[config.mk]
export PLATFORM = sky130hd
export DESIGN_NAME = nvs_host
export DESIGN_NICKNAME = d
export VERILOG_FILES = /design/src/rtl/nvs_pkg.sv /design/src/rtl/nvs_host.sv
export VERILOG_INCLUDE_DIRS = /design/src /design/src/rtl
export SDC_FILE = /design/constraint.sdc
export NUM_CORES = 1
export LEC_CHECK = 0
export BUFFER_PORTS_ARGS = -buffer_cell sky130_fd_sc_hd__buf_4
export CAP_MARGIN = 20
export CELL_PAD_IN_SITES_DETAIL_PLACEMENT = 1
export CELL_PAD_IN_SITES_GLOBAL_PLACEMENT = 1
export CORE_UTILIZATION = 37
export DETAILED_ROUTE_END_ITERATION = 8
export PLACE_DENSITY = 0.76
export SYNTH_ARGS = -nofsm -noshare
export SYNTH_HDL_FRONTEND = slang
export SYNTH_SLANG_ARGS = --single-unit
[constraint.sdc]
create_clock -name ref_clk -period 2.3 [get_ports ref_clk]
set_input_delay 0.46 -clock ref_clk [delete_from_list [all_inputs] [get_ports ref_clk]]
set_output_delay 0.46 -clock ref_clk [all_outputs]
set_load 0.02 [all_outputs]
[src/rtl/nvs_cfg.svh]
// timing and field constants for the nonvolatile sram host controller
`ifndef NVS_CFG_SVH
`define NVS_CFG_SVH
`define NVS_CLK_PERIOD_NS 10
`define NVS_T_ACCESS_NS   90
`define NVS_T_CE_ACC_NS   60
`define NVS_T_OE_ACC_NS   15
`define NVS_T_PAGE_ACC_NS 30
`define NVS_T_ACTIVE_NS   60
`define NVS_T_PRECHG_NS   30
`define NVS_T_WCYCLE_NS   90
`define NVS_T_WPULSE_NS   18
`define NVS_T_DSETUP_NS   15
`define NVS_T_BDS_NS      5
`define NVS_T_BDH_NS      5
// cycle counts, least times rounded up
`define NVS_CYC(ns) (((ns) + `NVS_CLK_PERIOD_NS - 1) / `NVS_CLK_PERIOD_NS)
`define NVS_RD_CYC   4'(`NVS_CYC(`NVS_T_ACCESS_NS))
`define NVS_PG_CYC   4'(`NVS_CYC(`NVS_T_PAGE_ACC_NS))
`define NVS_PC_CYC   4'(`NVS_CYC(`NVS_T_PRECHG_NS))
`define NVS_WR_CYC   4'(`NVS_CYC(`NVS_T_WCYCLE_NS))
`define NVS_SET_CYC  4'(`NVS_CYC(`NVS_T_BDS_NS))
`define NVS_HOLD_CYC 4'(`NVS_CYC(`NVS_T_BDH_NS))
// two sync stages plus one spare cycle of capture margin
`define NVS_SYNC_CYC 4'h3
`define NVS_ROW_LSB  2
`define NVS_ROW_MSB  15
`define NVS_IDLE_HI  1'h1
`endif

[src/rtl/nvs_pkg.sv]
// types for the nonvolatile sram host controller
package nvs_pkg;
    typedef struct packed {
        logic        write;
        logic [1:0]  byte_en;
        logic [15:0] addr;
        logic [15:0] wdata;
    } nvs_req_t;
    typedef struct packed {
        logic        chip_sel_n;
        logic        write_n;
        logic        out_gate_n;
        logic        upper_byte_select_n;
        logic        lower_byte_select_n;
        logic [15:0] addr;
    } nvs_pins_t;
    typedef enum logic [2:0] {
        NVS_IDLE, NVS_SETUP, NVS_READ, NVS_WRITE, NVS_HOLD, NVS_PRECHG
    } nvs_state_t;
endpackage

[src/rtl/nvs_host.sv]
// host controller driving an asynchronous nonvolatile sram port
`timescale 1ns/1ns
`include "nvs_cfg.svh"
module nvs_host (
    // clock and reset
    input  wire logic              ref_clk,
    input  wire logic              rst,
    // user request
    input  wire logic              req_valid,
    input  wire nvs_pkg::nvs_req_t req,
    output logic                   req_ready,
    // user answer
    output logic                   rsp_valid,
    output logic [15:0]            rsp_rdata,
    // memory pins
    output nvs_pkg::nvs_pins_t     pins,
    output logic [15:0]            data_lines_o,
    output logic                   data_lines_oe,
    input  wire logic [15:0]       data_lines_i
);
    ////////////////////////////////////////////////////////////////
    // state
    nvs_pkg::nvs_state_t state_reg, state_next;
    nvs_pkg::nvs_pins_t  pins_reg, pins_next;
    nvs_pkg::nvs_req_t   cur_reg, cur_next;
    logic [3:0]  cnt_reg, cnt_next;
    logic [15:0] dout_reg, dout_next;
    logic        doe_reg, doe_next;
    logic        ready_reg, ready_next;
    logic        rvalid_reg, rvalid_next;
    logic [15:0] rdata_reg, rdata_next;
    logic [15:0] din_s1_reg, din_s2_reg;
    logic [3:0]  wait_cyc;

    // row match keeps chip select low for a page access
    function automatic logic same_row(input logic [15:0] a, input logic [15:0] b);
        return a[`NVS_ROW_MSB:`NVS_ROW_LSB] == b[`NVS_ROW_MSB:`NVS_ROW_LSB];
    endfunction

    ////////////////////////////////////////////////////////////////
    // data line synchroniser, two stages
    // only the second stage feeds the read data register
    always_ff @(posedge ref_clk) begin
        din_s1_reg <= data_lines_i;
        din_s2_reg <= din_s1_reg;
    end

    ////////////////////////////////////////////////////////////////
    // next-state logic
    always_comb begin
        state_next  = state_reg;
        pins_next   = pins_reg;
        cur_next    = cur_reg;
        cnt_next    = cnt_reg;
        dout_next   = dout_reg;
        doe_next    = doe_reg;
        ready_next  = 1'h0;
        rvalid_next = 1'h0;
        rdata_next  = rdata_reg;
        // read wait covers the sync stages on top of access time
        // spare cycle so the first stage never samples a moving edge
        wait_cyc    = `NVS_RD_CYC + `NVS_SYNC_CYC;
        unique case (state_reg)
            nvs_pkg::NVS_IDLE: begin
                ready_next = 1'h1;
                if (req_valid && ready_reg) begin
                    ready_next = 1'h0;
                    cur_next   = req;
                    pins_next.addr = req.addr;
                    pins_next.upper_byte_select_n = ~req.byte_en[1];
                    pins_next.lower_byte_select_n = ~req.byte_en[0];
                    dout_next  = req.wdata;
                    doe_next   = req.write;
                    cnt_next   = `NVS_SET_CYC;
                    state_next = nvs_pkg::NVS_SETUP;
                end
            end
            nvs_pkg::NVS_SETUP: begin
                pins_next.chip_sel_n = 1'h0;
                pins_next.out_gate_n = cur_reg.write;
                pins_next.write_n    = ~cur_reg.write;
                cnt_next   = cur_reg.write ? `NVS_WR_CYC : wait_cyc;
                state_next = cur_reg.write ? nvs_pkg::NVS_WRITE : nvs_pkg::NVS_READ;
            end
            nvs_pkg::NVS_READ: begin
                if (cnt_reg > 4'h1) begin
                    cnt_next = cnt_reg - 4'h1;
                end else begin
                    rvalid_next = 1'h1;
                    rdata_next  = din_s2_reg;
                    // page read keeps chip select low
                    if (req_valid && !req.write && same_row(req.addr, cur_reg.addr)) begin
                        ready_next     = 1'h1;
                        cur_next       = req;
                        pins_next.addr = req.addr;
                        pins_next.upper_byte_select_n = ~req.byte_en[1];
                        pins_next.lower_byte_select_n = ~req.byte_en[0];
                        // column held for the page wait
                        // same sync margin as a random read
                        cnt_next   = `NVS_PG_CYC + `NVS_SYNC_CYC;
                    end else begin
                        pins_next.out_gate_n = 1'h1;
                        cnt_next   = `NVS_PC_CYC;
                        state_next = nvs_pkg::NVS_PRECHG;
                    end
                end
            end
            nvs_pkg::NVS_WRITE: begin
                // chip select low one cycle past strobe rise
                // byte select low one cycle past chip select rise
                if (cnt_reg > 4'h1) begin
                    cnt_next = cnt_reg - 4'h1;
                end else begin
                    pins_next.write_n = 1'h1;
                    cnt_next   = `NVS_HOLD_CYC;
                    state_next = nvs_pkg::NVS_HOLD;
                end
            end
            nvs_pkg::NVS_HOLD: begin
                pins_next.chip_sel_n = 1'h1;
                doe_next   = 1'h0;
                cnt_next   = `NVS_PC_CYC;
                state_next = nvs_pkg::NVS_PRECHG;
            end
            nvs_pkg::NVS_PRECHG: begin
                pins_next.chip_sel_n = 1'h1;
                pins_next.upper_byte_select_n = `NVS_IDLE_HI;
                pins_next.lower_byte_select_n = `NVS_IDLE_HI;
                if (cnt_reg > 4'h1) begin
                    cnt_next = cnt_reg - 4'h1;
                end else begin
                    ready_next = 1'h1;
                    state_next = nvs_pkg::NVS_IDLE;
                end
            end
            default: begin
                state_next = nvs_pkg::NVS_IDLE;
            end
        endcase
    end

    ////////////////////////////////////////////////////////////////
    // registers
    always_ff @(posedge ref_clk) begin
        if (rst) begin
            state_reg  <= nvs_pkg::NVS_IDLE;
            pins_reg   <= '{chip_sel_n: 1'h1, write_n: 1'h1, out_gate_n: 1'h1,
                            upper_byte_select_n: 1'h1, lower_byte_select_n: 1'h1, addr: 16'h0000};
            cur_reg    <= '0;
            cnt_reg    <= 4'h0;
            dout_reg   <= 16'h0000;
            doe_reg    <= 1'h0;
            ready_reg  <= 1'h0;
            rvalid_reg <= 1'h0;
            rdata_reg  <= 16'h0000;
        end else begin
            state_reg  <= state_next;
            pins_reg   <= pins_next;
            cur_reg    <= cur_next;
            cnt_reg    <= cnt_next;
            dout_reg   <= dout_next;
            doe_reg    <= doe_next;
            ready_reg  <= ready_next;
            rvalid_reg <= rvalid_next;
            rdata_reg  <= rdata_next;
        end
    end

    // outputs straight from flops
    assign pins          = pins_reg;
    assign data_lines_o  = dout_reg;
    assign data_lines_oe = doe_reg;
    assign req_ready     = ready_reg;
    assign rsp_valid     = rvalid_reg;
    assign rsp_rdata     = rdata_reg;
endmodule

==> results.md <==
- Routed Wire Length: about 9400 um
- Top sig layer: met4
- Most used DFF post-synth: dfxtp_1
- Port-buffer cells: 109
- First-pass GRT wire length: between 15000 and 20000 um
- Die Wd: 100 um
- CP Data Required Time: around 2.6 ns
- Post-Place Worst Slack: ~0.11 ns
- Clk_skew: ~0.011 ns
- Hold Vio Cnt, Final: 0
- Gate Count Post-Synth: ~390
- Inserted Clock Buffers: 9
- Critical path launch point type: flop
- R2r endpoint: cur_reg[16]
- Vias per inst: ~4.9
- Fin. max-slew vios: 0
- R2R cell count: 5
- Fill count: around 1100
- Max Fclk: about 500 MHz
- Flops & latches, synth: 96
- Cell area power density: roughly 1000 nW/um^2
- Final worst path period share: 0.867
- Worst-Margin Slew: between 0.6 and 0.7 ns
- Row count: 35
- Synth cell types: between 40 and 50
- Leakage power: about 1.9 nW
- Synth top area share: 0.539
- Most frequent cells in the layout: buf_4 (122), dfxtp_1 (96), nand2_1 (81)
- Switch share: 0.370
- Initial antenna violation count: 0
- Crit path DAT: ~2.3 ns
- Post-DP HPWL: a little under 7000 um
- Vias: 3052
- P_sw: 1.74 mW
- Wl on met1: approximately 4100 um
- CP max stage cell: or4_4
- Pre-antenna DRT Iters: 4
- Async S/R FF share, synth: 0
- Clock sink count: 96
- Vias in the first global route: 3100
- # diodes: 0
- CP Class: reg -> reg
- Met3 wire length: roughly 360 um
- CTS tree: built
- Worst Setup EP: cur_reg[16]
- Die height: ~100 um
- Setup bufs post-CTS: 0
- Slew headroom: 0.534
- Setup ws final: roughly 0.3 ns
- Outcome: complete, no violations
- Layout area overhead: 30.0%
- Max-cap violations: 0
- Post-synth EDFFs: 0
- Yosys top cell by area: dfxtp_1
- Largest net degree at the start of global routing: 29
- Hold Crit Class: in -> reg
- DRC violations left: 0
- Mapped cell area: roughly 3600 sq um
- Clk root buf: clkbuf_8
- Critical path launch point: cur_reg[22]
- Crit. End Element: flop
- Setup violators final: 0
- Peak supply drop: 470 uV
- Final-stage net count: 540
- Core box area: ~9300 sq um
- CP Cell Sequence: xnor2_1 > nand4_1 > or4_4 > or3_2 > o221ai_1
- Combinational share of power: 0.324
- Setup TNS: 0 ns
- RSZ-0062 raised after global routing: no
- CP Max Fanout: 11
- Yosys warnings: 0
- Reg clk slew, reported paths: approximately 0.11 ns
- Internal: 2.96 mW
- Cts repair resizes: 0
- Syn Nets: around 440
- Routed Antenna Nets: 0
- Sequential-to-total area share from yosys stat: 0.539
- Syn_area_per_cell: slightly above 9 sq um
- Fin crit period: ~2.0 ns
- GP Congestion: about 0.82
- Global Route Usage Sum: 0.192
- Clock power share: 0.236
- Initial DRC count: between 90 and 100
- Reg2Reg Setup Slack: around 0.31 ns
- CTS HTree Levels: 3
- Starting Density: 0.384
- Fin util: 0.499
- Sequential power share: 0.440
- Clk_lat worst skew: 0.35 ns
- Maximum buffer depth of the clock tree: 2
- Share of cells above drive strength 1: 0.305
- CTS Hold Buffers Added: 0
- Placed Cells: approximately 600
- Drt wl/cell: 15.3 um
- Max FFs per register: 17
- GRT overflow: 0
- Commonest non-fill, non-tap cell in the layout: buf_4
- Slowest stage delay, CP: 0.64 ns
- Top cells by area, synth: dfxtp_1 (54%), nand2_1 (8.5%), a21oi_1 (5.9%)
- Post-route insts no fill: 618
- Wire length on met2: between 4000 and 5000 um
- I/O pin cnt: between 100 and 150
- RR Startpoint: cur_reg[22]
- Die ar.: between 10000 and 15000 sq um
- Fin Hold WS: 0.199 ns
## synthesized netlist by cell type (2+ instances only)
library cell  instances
a31o_2                2
a221oi_1              2
dfxtp_1              96
clkbuf_1             11
inv_1                 4
buf_2                 7
ha_1                  2
a22o_1               13
o21ai_0               5
a21o_1                2
nor3_1                6
xnor2_1              15
nor2b_1               3
a2111oi_0             2
a22oi_1               2
nand4_1               7
nand2_1              81
o21a_1                3
and2_1                2
o22ai_1               4
buf_6                 2
nor2_1               21
o32ai_1               2
buf_4                16
nor4_1                2
nand2b_1              3
a21oi_1              42
nand3_1               5
o221ai_1              2
a211oi_1              7
or2_2                 2
## power by group through the flow
stage          registers, mW  logic, mW  clock network [mW]
6_report                2.07       1.52                1.11
5_1_grt                 2.10       1.68                1.22
4_1_cts                 2.07       1.54                1.15
3_5_place_dp            2.11       1.53                   0
3_3_place_gp            2.09       1.49                   0
2_1_floorplan           2.15      0.926                   0
## layer usage
| layer | global-route usage | up-vias |
|---|---|---|
| met1 | 0.237 | 1479 |
| met2 | 0.339 | 60 |
| li1 | - | 1509 |
| met5 | 0 | - |
| met4 | 0.0580 | 0 |
| met3 | 0.0376 | 4 |
## kinds of logic after synthesis
group | count (synthesis) | share of synthesized area
AO/OA/AOI/OAI | 91 | 0.166
XOR/XNOR | 15 | 0.0369
adder cells (fa/ha/maj) | 2 | 0.00702
buffers and inverters | 42 | 0.0678
flip-flops | 96 | 0.539
multiplexers | 1 | 0.00316
AND/OR/NAND/NOR | 141 | 0.180
## how the worst min path moves through the flow
stage / from / to / slack, ns / cells after the start
after floorplan: din_s1_reg[0] / din_s2_reg[0] / 0.31 / 0
after global placement: din_s1_reg[2] / din_s2_reg[2] / 0.31 / 0
after detailed placement: din_s1_reg[1] / din_s2_reg[1] / 0.31 / 0
after CTS: data_lines_i[6] / din_s1_reg[6] / 0.17 / 1
after global routing: data_lines_i[9] / din_s1_reg[9] / 0.16 / 1
final: data_lines_i[1] / din_s1_reg[1] / 0.20 / 1
## critical path, delay by kind of cell, from the launching register on
family | cells | cell delay (ns)
AO/OA/AOI/OAI | 1 | 0.08
XOR/XNOR | 1 | 0.24
flip-flops | 1 | 0.35
AND/OR/NAND/NOR | 3 | 1.23
## layout make-up
cell class / count / area, sq um / area share
Clock buffer: 9 / 124 / 0.0267
Clock inverter: 7 / 86.3 / 0.0186
Inverter: 5 / 18.8 / 0.00405
Multi-Input combinational cell: 250 / 1400 / 0.303
Sequential cell: 96 / 1920 / 0.415
Tap cell: 129 / 161 / 0.0348
Timing Repair Buffer: 122 / 916 / 0.198
## metrics by stage
step,power (mW),instance area [sq um]
after floorplan,3.08,3560
after global placement,3.59,4420
after detailed placement,3.63,4420
after CTS,4.75,4630
after global routing,5.00,4630
final,4.70,4630
Power figures use the tool's default switching activity.
